File: src/rtl/pwg_consts.svh
// Constants of the pulse width generator: offsets, fields, reset values, timing.
// Assumes inclusion by bare name from the package and the design modules.
`ifndef PWG_CONSTS_SVH
`define PWG_CONSTS_SVH

// ****************************************************************
// Timing
// ****************************************************************
`define PWG_SYS_CLK_KHZ 16'd20000
`define PWG_TIME_BASE_KHZ 16'd16000
`define PWG_ACC_W 16
`define PWG_TICKS_PER_STEP 2

// ****************************************************************
// Register map and fields
// ****************************************************************
`define PWG_OFS_PERIOD 32'h00000000
`define PWG_OFS_DUTY 32'h00000004
`define PWG_OFS_CONTROL 32'h00000008
`define PWG_OFS_STATUS 32'h0000000c
`define PWG_HI_BYTE_MSB 15
`define PWG_HI_BYTE_LSB 8
`define PWG_LO_FIELD_MSB 1
`define PWG_LO_FIELD_LSB 0
`define PWG_EN_BIT 0
`define PWG_RST_PERIOD 8'h3f
`define PWG_RST_PRE 2'h0
`define PWG_RST_DUTY 10'h080
`define PWG_RST_EN 1'b0
`define PWG_PRE_DIV1 2'h0
`define PWG_PRE_DIV4 2'h1
`define PWG_PRE_DIV16 2'h2
`define PWG_RESP_OKAY 2'h0
`define PWG_RESP_SLVERR 2'h2
`endif

File: src/rtl/pwg_pkg.sv
// Types shared by the pulse width generator modules.
// Assumes pwg_consts.svh is on the include path.
package pwg_pkg;
  `include "pwg_consts.svh"

  typedef enum logic {PWG_OFF, PWG_RUN} pwg_phase_t;

  // State of the time base and prescaler.
  typedef struct packed {
    logic [`PWG_ACC_W-1:0] acc;
    logic [3:0] pre_cnt;
    logic tick;
  } pwg_tb_state_t;

  // Prescale factor of a prescaler code; the unused code behaves as 1:1.
  function automatic logic [4:0] pwg_pre_div(input logic [1:0] code);
    if (code == `PWG_PRE_DIV4) begin
      return 5'h04;
    end else if (code == `PWG_PRE_DIV16) begin
      return 5'h10;
    end else begin
      return 5'h01;
    end
  endfunction : pwg_pre_div
endpackage : pwg_pkg

File: src/rtl/pwg_tick_if.sv
// Link between the register and pulse logic and the time base.
// Assumes both ends run on sys_clk.
`timescale 1ns/1ps
interface pwg_tick_if;
  logic run;
  logic [1:0] pre_sel;
  logic tick;
  modport ctrl (output run, output pre_sel, input tick);
  modport gen (input run, input pre_sel, output tick);
endinterface : pwg_tick_if

File: src/rtl/pwg_timebase.sv
// Prescaled 16 MHz timer tick made from the 20 MHz system clock.
// Assumes the controller holds run low while the modulator is off.
`timescale 1ns/1ps
`include "pwg_consts.svh"
module pwg_timebase (
  input wire logic sys_clk,
  input wire logic reset_n,
  pwg_tick_if.gen tb
);
  import pwg_pkg::*;

  pwg_tb_state_t s;
  pwg_tb_state_t next_s;
  logic [`PWG_ACC_W-1:0] sum;

  // A fractional accumulator yields four base ticks in every five clocks.
  // The average rate is exact, but single ticks jitter by one clock.
  always_comb begin
    next_s = s;
    next_s.tick = 1'b0;
    sum = s.acc + `PWG_TIME_BASE_KHZ;
    if (!tb.run) begin
      next_s = '0;
    end else if (sum >= `PWG_SYS_CLK_KHZ) begin
      next_s.acc = sum - `PWG_SYS_CLK_KHZ;
      if ({1'b0, s.pre_cnt} >= pwg_pre_div(tb.pre_sel) - 5'h01) begin
        next_s.pre_cnt = 4'h0;
        next_s.tick = 1'b1;
      end else begin
        next_s.pre_cnt = s.pre_cnt + 4'h1;
      end
    end else begin
      next_s.acc = sum;
    end
  end

  // State register.
  always_ff @(posedge sys_clk) begin
    if (!reset_n) begin
      s <= '0;
    end else begin
      s <= next_s;
    end
  end

  assign tb.tick = s.tick;
endmodule : pwg_timebase

File: src/rtl/pwg_top.sv
// Pulse width generator: AXI4-Lite register slave and pulse output logic.
// Assumes a 20 MHz sys_clk and a master that keeps the AXI4-Lite handshakes.
// Assumes every input shares sys_clk, so none of them is synchronised here.
`timescale 1ns/1ps
`include "pwg_consts.svh"
module pwg_top (
  input wire logic sys_clk,
  input wire logic reset_n,
  input wire logic [31:0] s_axi_awaddr,
  input wire logic s_axi_awvalid,
  output logic s_axi_awready,
  input wire logic [31:0] s_axi_wdata,
  input wire logic [3:0] s_axi_wstrb,
  input wire logic s_axi_wvalid,
  output logic s_axi_wready,
  output logic [1:0] s_axi_bresp,
  output logic s_axi_bvalid,
  input wire logic s_axi_bready,
  input wire logic [31:0] s_axi_araddr,
  input wire logic s_axi_arvalid,
  output logic s_axi_arready,
  output logic [31:0] s_axi_rdata,
  output logic [1:0] s_axi_rresp,
  output logic s_axi_rvalid,
  input wire logic s_axi_rready,
  output logic pulse_out
);
  import pwg_pkg::*;

  // ****************************************************************
  // State
  // ****************************************************************

  // All state of this module, registered as one word.
  // Keeping it in one word puts the reset value and the register in one place.
  typedef struct packed {
    logic aw_full;
    logic [31:0] aw_addr;
    logic w_full;
    logic [31:0] w_data;
    logic [3:0] w_strb;
    logic bvalid;
    logic [1:0] bresp;
    logic rvalid;
    logic [31:0] rdata;
    logic [1:0] rresp;
    logic [7:0] period;
    logic [1:0] pre;
    logic [9:0] duty_buf;
    logic output_enable_bit;
    logic [9:0] duty_act;
    logic [8:0] fine;
    pwg_phase_t phase;
    logic pulse;
    logic [15:0] periods_done;
  } pwg_state_t;

  localparam pwg_state_t PWG_RST_STATE = '{
    aw_full: 1'b0,
    aw_addr: 32'h00000000,
    w_full: 1'b0,
    w_data: 32'h00000000,
    w_strb: 4'h0,
    bvalid: 1'b0,
    bresp: `PWG_RESP_OKAY,
    rvalid: 1'b0,
    rdata: 32'h00000000,
    rresp: `PWG_RESP_OKAY,
    period: `PWG_RST_PERIOD,
    pre: `PWG_RST_PRE,
    duty_buf: `PWG_RST_DUTY,
    output_enable_bit: `PWG_RST_EN,
    duty_act: `PWG_RST_DUTY,
    fine: 9'h000,
    phase: PWG_OFF,
    pulse: 1'b0,
    periods_done: 16'h0000
  };

  pwg_state_t s;
  pwg_state_t next_s;

  // Time base link to the prescaled tick generator.
  // The generator restarts from zero whenever the modulator is switched off,
  // so every enable begins with the same tick pattern and the same first
  // period length; a free running base would make that first period vary.
  pwg_tick_if tick_link ();

  pwg_timebase u_timebase (
    .sys_clk (sys_clk),
    .reset_n (reset_n),
    .tb (tick_link.gen)
  );

  // ****************************************************************
  // Address decoding
  // ****************************************************************

  // Returns a valid flag and a register index for a byte address.
  // Only the exact aligned word is accepted; aliases would hide software bugs.
  // The status word sits beside the three setup registers and is read-only.
  function automatic logic [2:0] pwg_decode(input logic [31:0] addr);
    if (addr == `PWG_OFS_PERIOD) begin
      return 3'h4;
    end else if (addr == `PWG_OFS_DUTY) begin
      return 3'h5;
    end else if (addr == `PWG_OFS_CONTROL) begin
      return 3'h6;
    end else if (addr == `PWG_OFS_STATUS) begin
      return 3'h7;
    end else begin
      return 3'h0;
    end
  endfunction : pwg_decode

  // Merges one written byte lane into a held field.
  function automatic logic [7:0] pwg_lane(
    input logic [7:0] old_val,
    input logic [7:0] new_val,
    input logic strobe
  );
    return strobe ? new_val : old_val;
  endfunction : pwg_lane

  // Level that the output takes at the start of a period.
  // A zero duty keeps the pin low all period, so no runt pulse escapes.
  // Used both when the modulator starts and at every period end.
  function automatic logic pwg_start_level(input logic [9:0] duty);
    return duty != 10'h000;
  endfunction : pwg_start_level

  // ****************************************************************
  // Read data
  // ****************************************************************

  logic [2:0] rd_sel;
  logic [31:0] rd_word;

  // Read value of the addressed register; unimplemented bits stay zero.
  // The word is built from the address as it stands on the bus and is
  // captured at the address handshake, so the answer shows the registers
  // as they were at that edge, not when the master takes the data.
  always_comb begin
    rd_sel = pwg_decode(s_axi_araddr);
    rd_word = 32'h00000000;
    if (rd_sel == 3'h4) begin
      rd_word[`PWG_HI_BYTE_MSB:`PWG_HI_BYTE_LSB] = s.period;
      rd_word[`PWG_LO_FIELD_MSB:`PWG_LO_FIELD_LSB] = s.pre;
    end else if (rd_sel == 3'h5) begin
      rd_word[`PWG_HI_BYTE_MSB:`PWG_HI_BYTE_LSB] = s.duty_buf[9:2];
      rd_word[`PWG_LO_FIELD_MSB:`PWG_LO_FIELD_LSB] = s.duty_buf[1:0];
    end else if (rd_sel == 3'h6) begin
      rd_word[`PWG_EN_BIT] = s.output_enable_bit;
    end else if (rd_sel == 3'h7) begin
      // Status: pulse level, running flag, timer and completed periods.
      // The period count wraps; software reads it twice to measure a span.
      rd_word[0] = s.pulse;
      rd_word[1] = (s.phase == PWG_RUN);
      rd_word[15:8] = s.fine[8:1];
      rd_word[31:16] = s.periods_done;
    end else begin
      rd_word = 32'h00000000;
    end
  end

  // ****************************************************************
  // Bus handshakes
  // ****************************************************************

  // Address and data are held separately so either may arrive first.
  // No new write is taken while a response waits, which keeps one in flight.
  // The readies are plain gates on held state: they never look at a valid,
  // so no combinational path runs from the master's request back to it.
  // A write answers one cycle after its later half arrives, a read one cycle
  // after its address; a master that holds its ready low simply stalls them.
  assign s_axi_awready = !s.aw_full && !s.bvalid;
  assign s_axi_wready = !s.w_full && !s.bvalid;
  assign s_axi_arready = !s.rvalid;
  assign s_axi_bvalid = s.bvalid;
  assign s_axi_bresp = s.bresp;
  assign s_axi_rvalid = s.rvalid;
  assign s_axi_rdata = s.rdata;
  assign s_axi_rresp = s.rresp;
  assign pulse_out = s.pulse;

  // The time base only runs while the modulator is active.
  // A new prescaler code acts at the next tick, as the count is compared live.
  assign tick_link.run = s.output_enable_bit;
  assign tick_link.pre_sel = s.pre;

  // ****************************************************************
  // Next state
  // ****************************************************************

  logic aw_take;
  logic w_take;
  logic have_aw;
  logic have_w;
  logic [31:0] wr_addr;
  logic [31:0] wr_data;
  logic [3:0] wr_strb;
  logic [2:0] wr_sel;
  logic [10:0] next_half;
  logic [7:0] lane_hi;
  logic [7:0] lane_lo;

  // Next state of the whole block: bus channels first, then the pulse engine.
  // Every variable of this process gets its value at the top, so no path can
  // leave one holding its last value as a latch.
  always_comb begin
    next_s = s;
    aw_take = s_axi_awvalid && s_axi_awready;
    w_take = s_axi_wvalid && s_axi_wready;
    have_aw = s.aw_full || aw_take;
    have_w = s.w_full || w_take;
    wr_addr = s.aw_full ? s.aw_addr : s_axi_awaddr;
    wr_data = s.w_full ? s.w_data : s_axi_wdata;
    wr_strb = s.w_full ? s.w_strb : s_axi_wstrb;
    wr_sel = pwg_decode(wr_addr);
    next_half = 11'h000;
    lane_hi = 8'h00;
    lane_lo = 8'h00;

    // Write channel: hold what has come, act once both halves are present.
    // A held half drops its own ready until the write completes.
    if (aw_take) begin
      next_s.aw_full = 1'b1;
      next_s.aw_addr = s_axi_awaddr;
    end
    if (w_take) begin
      next_s.w_full = 1'b1;
      next_s.w_data = s_axi_wdata;
      next_s.w_strb = s_axi_wstrb;
    end
    // Both halves may land in one cycle; the write then completes at once and
    // the response rises on the next edge, with nothing held in between.
    if (have_aw && have_w) begin
      next_s.aw_full = 1'b0;
      next_s.w_full = 1'b0;
      next_s.bvalid = 1'b1;
      next_s.bresp = wr_sel[2] ? `PWG_RESP_OKAY : `PWG_RESP_SLVERR;
      if (wr_sel == 3'h4) begin
        // Period and prescaler act at once; a count lowered below the live
        // timer lets the timer wrap through its full range before it matches.
        lane_hi = pwg_lane(s.period, wr_data[15:8], wr_strb[1]);
        lane_lo = pwg_lane({6'h00, s.pre}, wr_data[7:0], wr_strb[0]);
        next_s.period = lane_hi;
        next_s.pre = lane_lo[1:0];
      end else if (wr_sel == 3'h5) begin
        // Only the buffer changes here; the live duty waits for the period end.
        lane_hi = pwg_lane(s.duty_buf[9:2], wr_data[15:8], wr_strb[1]);
        lane_lo = pwg_lane({6'h00, s.duty_buf[1:0]}, wr_data[7:0], wr_strb[0]);
        next_s.duty_buf = {lane_hi, lane_lo[1:0]};
      end else if (wr_sel == 3'h6) begin
        // Only byte lane 0 carries the enable; the other lanes are ignored.
        if (wr_strb[0]) begin
          next_s.output_enable_bit = wr_data[`PWG_EN_BIT];
        end
      end else begin
        // Status is read-only and unmapped writes change nothing.
        next_s.period = s.period;
      end
    end
    if (s.bvalid && s_axi_bready) begin
      next_s.bvalid = 1'b0;
    end

    // Read channel: answer one cycle after the address is taken.
    // The read and write channels share no state and may complete together.
    if (s_axi_arvalid && s_axi_arready) begin
      next_s.rvalid = 1'b1;
      next_s.rdata = rd_word;
      next_s.rresp = rd_sel[2] ? `PWG_RESP_OKAY : `PWG_RESP_SLVERR;
    end else if (s.rvalid && s_axi_rready) begin
      next_s.rvalid = 1'b0;
    end

    // Pulse engine. The fine counter counts prescaled ticks; the period timer
    // is fine/2, so a period spans 2 x (count+1) ticks, 512 ticks at FFh.
    case (s.phase)
      PWG_OFF: begin
        next_s.fine = 9'h000;
        next_s.pulse = 1'b0;
        if (s.output_enable_bit) begin
          // A fresh period starts at once with the buffered duty.
          next_s.phase = PWG_RUN;
          next_s.duty_act = s.duty_buf;
          next_s.pulse = pwg_start_level(s.duty_buf);
        end
      end
      // Running: the timer moves only on a prescaled tick, so apart from a disable, which
      // clears the pin at once, the output can change no more often than the tick rate allows.
      PWG_RUN: begin
        if (!s.output_enable_bit) begin
          next_s.phase = PWG_OFF;
          next_s.fine = 9'h000;
          next_s.pulse = 1'b0;
        end else if (tick_link.tick) begin
          if (s.fine == {s.period, 1'b1}) begin
            // Timer reached the period: clear it and start the next pulse.
            next_s.fine = 9'h000;
            // The buffered duty moves to the live copy only here and at start, the
            // instants when the output is being set anyway, so a write that
            // lands mid-period can neither shorten nor stretch a pulse.
            next_s.duty_act = s.duty_buf;
            next_s.pulse = pwg_start_level(s.duty_buf);
            next_s.periods_done = s.periods_done + 16'h0001;
          end else begin
            next_s.fine = s.fine + 9'h001;
            // Duty is in half ticks; the output falls at the first tick
            // boundary at or past it, so odd duties round up by half a tick.
            next_half = {1'b0, s.fine + 9'h001, 1'b0};
            if (next_half >= {1'b0, s.duty_act}) begin
              next_s.pulse = 1'b0;
            end
            // A duty beyond the period never meets the compare above.
          end
        end
      end
      // A corrupted phase returns to off; the off state then clears the pin.
      default: begin
        next_s.phase = PWG_OFF;
      end
    endcase
  end

  // ****************************************************************
  // State register
  // ****************************************************************

  // Synchronous reset loads the power-on values of every register.
  // Reset is sampled like any other input, so it must stand for at least
  // one rising edge; a shorter glitch is ignored rather than half obeyed.
  always_ff @(posedge sys_clk) begin
    if (!reset_n) begin
      s <= PWG_RST_STATE;
    end else begin
      s <= next_s;
    end
  end
endmodule : pwg_top

File: config.mk
export PLATFORM = sky130hd
export DESIGN_NAME = pwg_top
export DESIGN_NICKNAME = d
export VERILOG_FILES = /design/src/rtl/pwg_pkg.sv /design/src/rtl/pwg_tick_if.sv /design/src/rtl/pwg_timebase.sv /design/src/rtl/pwg_top.sv
export VERILOG_INCLUDE_DIRS = /design/src /design/src/rtl
export SDC_FILE = /design/constraint.sdc
export NUM_CORES = 1
export LEC_CHECK = 0
export ABC_AREA = 1
export BUFFER_PORTS_ARGS = -buffer_cell sky130_fd_sc_hd__buf_4
export CAP_MARGIN = 15
export CORE_ASPECT_RATIO = 1.25
export CORE_UTILIZATION = 40
export CTS_CLUSTER_DIAMETER = 60
export DETAILED_ROUTE_END_ITERATION = 10
export MAX_ROUTING_LAYER = met4
export PLACE_DENSITY = 0.64
export SYNTH_ARGS = -nofsm -noshare
export SYNTH_HDL_FRONTEND = slang
export SYNTH_HIERARCHICAL = 1
export SYNTH_SLANG_ARGS = --single-unit
File: constraint.sdc
create_clock -name sys_clk -period 5.6 [get_ports sys_clk]
set_input_delay 1.12 -clock sys_clk [delete_from_list [all_inputs] [get_ports sys_clk]]
set_output_delay 1.12 -clock sys_clk [all_outputs]
set_load 0.03 [all_outputs]
==> qor.txt <==
Leak Pwr: 4.291 nW
F_max: 0.3619 GHz
Syn_area_per_cell: 6.725 µm²
Pre-CTS WS: 2.442 ns
Die X: 131.3 µm
Placed inst area: 9060 µm²
Worst skew pair latency: 0.43 ns
Slowest stage delay, CP: 0.92 ns
First-pass GRT wire length: 32.73 mm
CTS tree: done
Worst path arrival time: 1.64 ns
Antenna cells: 0
Mapped Cells: 1242
Final Hold Vio Count: 0
Synth Cell Area: 8353 µm²
Seq/Total Area, Yosys: 0.3595
Cell family with most CP delay: flip-flops
Post-detail-place hpwl: 14.02 mm
Crit path time final: 2.763 ns
Layout Nets: 1426
Ports: 149
Worst EP required: 4.48 ns
Max-slew violations: 0
Share of layout cells above drive strength 1: 0.1426
# H-tree levels: 4
Total Routing Usage GR: 0.1914
Post CTS Setup Buffer Count: 0
DRC viols: 0
Cell variety after synth: 39
Register clock-pin slew on the reported worst setup and hold paths: 0.06 ns
RSZ-0062 raised after global routing: no
Longest Clk Path Bufs: 2
Hold-fix buffers, CTS: 0
Min-delay worst type: reg -> reg
Final Cycle Share: 0.4934
CP max-delay cell: dfxtp_1
Die Y: 163.6 µm
Worst path cell trace: nor2_1 -> buf_4
Initial antenna violation count: 0
FP Rows: 58
Cts bufs inserted: 17
TritonRoute pass-1 iters: 5
#FFs+latches synth: 150
Root buf cell: clkbuf_16
Setup CP Type: reg -> out
Crit path capture type: primary output
Num Clock Sinks: 150
Final cell utilization of the core: 0.4766
Post-CTS Resized: 0
Antenna violation net count after detailed routing: 0
Initial Util: 0.4111
Max_slew headroom: 0.2503
Area Overhead vs Synth: 15.94%
Final WL: 19.61 mm
YS warnings: 6
IO Port Bufs: 116
Worst VDD drop: 0.1994 mV
Gr ovfl total: 0
Vias in the first global route: 6982
Final worst slack: 2.837 ns
Max-Cap Viols: 0
TNS Setup: 0 ns
Worst Setup Start Kind: flop
Iteration-0 DRC Markers: 465
Pwr dens: 287.2 nW/µm²
Total die area: 21470 µm²
Core footprint: 20320 µm²
CP Buf/Inv Count: 1
Status: finished clean
Via count: 7683
Vias/cell: 4.860
Skew final: 0.007929 ns
Crit path max fanout: 26
Design area: 9684 µm²
Largest net degree at the start of global routing: 84
Worst-Margin Slew: 1.121 ns
GPL Wtd Cong: 0.8959
Final setup fails: 0
Wire length per cell: 12.40 µm
per-layer routing:
metal	routed length, µm	vias up	track usage
li1	-	4045	-
met1	8824	3474	0.2243
met2	9820	145	0.3339
met3	761	19	0.03724
met4	200	0	0.05180
met5	0	-	-
synth_stat cells:
master | number | area share
nor4_1 | 2 | 0.0015
xor2_1 | 20 | 0.021
nand3_2 | 3 | 0.0036
clkinv_1 | 1 | 0.00045
dfxtp_1 | 150 | 0.36
nand4_4 | 1 | 0.0025
ha_1 | 21 | 0.031
a21oi_1 | 102 | 0.061
o21ai_0 | 68 | 0.041
clkbuf_1 | 30 | 0.013
nor2_4 | 4 | 0.0054
nand3_1 | 80 | 0.048
o21ai_2 | 1 | 0.0010
buf_2 | 8 | 0.0048
nor3_2 | 1 | 0.0012
nand2_1 | 281 | 0.13
nor3b_4 | 1 | 0.0022
buf_6 | 6 | 0.0081
inv_1 | 135 | 0.061
nor2_8 | 1 | 0.0024
nand3b_1 | 2 | 0.0018
a31oi_1 | 5 | 0.0037
buf_1 | 2 | 0.00090
buf_4 | 43 | 0.039
xnor2_1 | 9 | 0.0094
nor3_4 | 1 | 0.0019
a21o_1 | 1 | 0.00090
mux2i_1 | 2 | 0.0024
nor3_1 | 13 | 0.0078
nand2_2 | 13 | 0.0097
o21a_1 | 2 | 0.0018
o31ai_1 | 1 | 0.00090
nand3_4 | 3 | 0.0063
nor2_1 | 173 | 0.078
conb_1 | 1 | 0.00045
o21bai_1 | 1 | 0.00090
inv_2 | 4 | 0.0018
nor2_2 | 7 | 0.0052
nand4_1 | 43 | 0.032
final cells by class:
| type | instances | area (µm²) |
|---|---|---|
| fill | 2127 | 10640 |
| multi-input combinational | 870 | 4300 |
| sequential | 150 | 3003 |
| timing repair buffer | 119 | 893.4 |
| inverter | 140 | 525.5 |
| clock buffer | 22 | 454.2 |
| tap | 270 | 337.8 |
| clock inverter | 10 | 170.2 |
worst min-delay path: stages, from the launching register on:
cell	delay (ns)
dfxtp_1	0.30
inv_1	0.06
a21oi_1	0.05
state kept, by name (all words and copies together), names as in the netlist:
signal / cells
u_timebase/s: 15
pulse_out: 1
s_axi_rdata: 26
tick_link.run: 1
s_axi_bvalid: 1
tick_link.pre_sel: 2
s_axi_rresp: 1
s_axi_rvalid: 1
u_timebase/tb.tick: 1
s_axi_bresp: 1
s: 100
through the flow:
step / hold WS (ns) / cells / total power, W
finish: 0.4504 / 1581 / 0.002781
global route: 0.4735 / 1581 / 0.002917
CTS: 0.4552 / 1581 / 0.002811
detailed placement: 0.4412 / 1549 / 0.001589
global placement: 0.4387 / 1549 / 0.001583
floorplan: 0.4271 / 1249 / 0.001480
logic make-up (layout without fill, tap and decap cells):
group | Yosys count | count (layout) | share of synthesized area
simple gates | 629 | 629 | 0.3358
buf+inv | 229 | 291 | 0.1288
compound gates | 181 | 181 | 0.1111
fa+ha+maj | 21 | 21 | 0.03146
other cells | 1 | 8 | 0.0004489
flops | 150 | 150 | 0.3595
xor+xnor | 29 | 29 | 0.03041
mux | 2 | 2 | 0.002397
power by group:
group | switching, W | internal [W]
clock network | 0.000455 | 0.000763
logic | 0.000245 | 0.000136
registers | 0.0000476 | 0.00113
total | 0.000748 | 0.00203
layout by cell type (no fill, tap or decap), types with 4 or more instances in the layout:
cell type,instances
a21oi_1,102
a31oi_1,5
buf_4,119
bufinv_16,4
clkbuf_1,4
clkbuf_16,17
conb_1,8
dfxtp_1,150
ha_1,21
inv_1,135
inv_2,4
nand2_1,281
nand2_2,13
nand3_1,80
nand4_1,43
nor2_1,173
nor2_2,7
nor2_4,4
nor3_1,13
o21ai_0,68
xnor2_1,9
xor2_1,20
worst paths after layout:
kind,start,end,slack (ns),cells past startpoint
min reg2reg,s[159]$_SDFFE_PN0P_,s[159]$_SDFFE_PN0P_,0.45,2
max,s[132]$_SDFFE_PP0P_,s_axi_wready,2.84,2
min,s[159]$_SDFFE_PN0P_,s[159]$_SDFFE_PN0P_,0.45,2
max reg2reg,s[19]$_SDFFE_PN0P_,pulse_out$_SDFFE_PN0P_,3.05,16
Note: power is estimated with default switching activity, not from simulation.
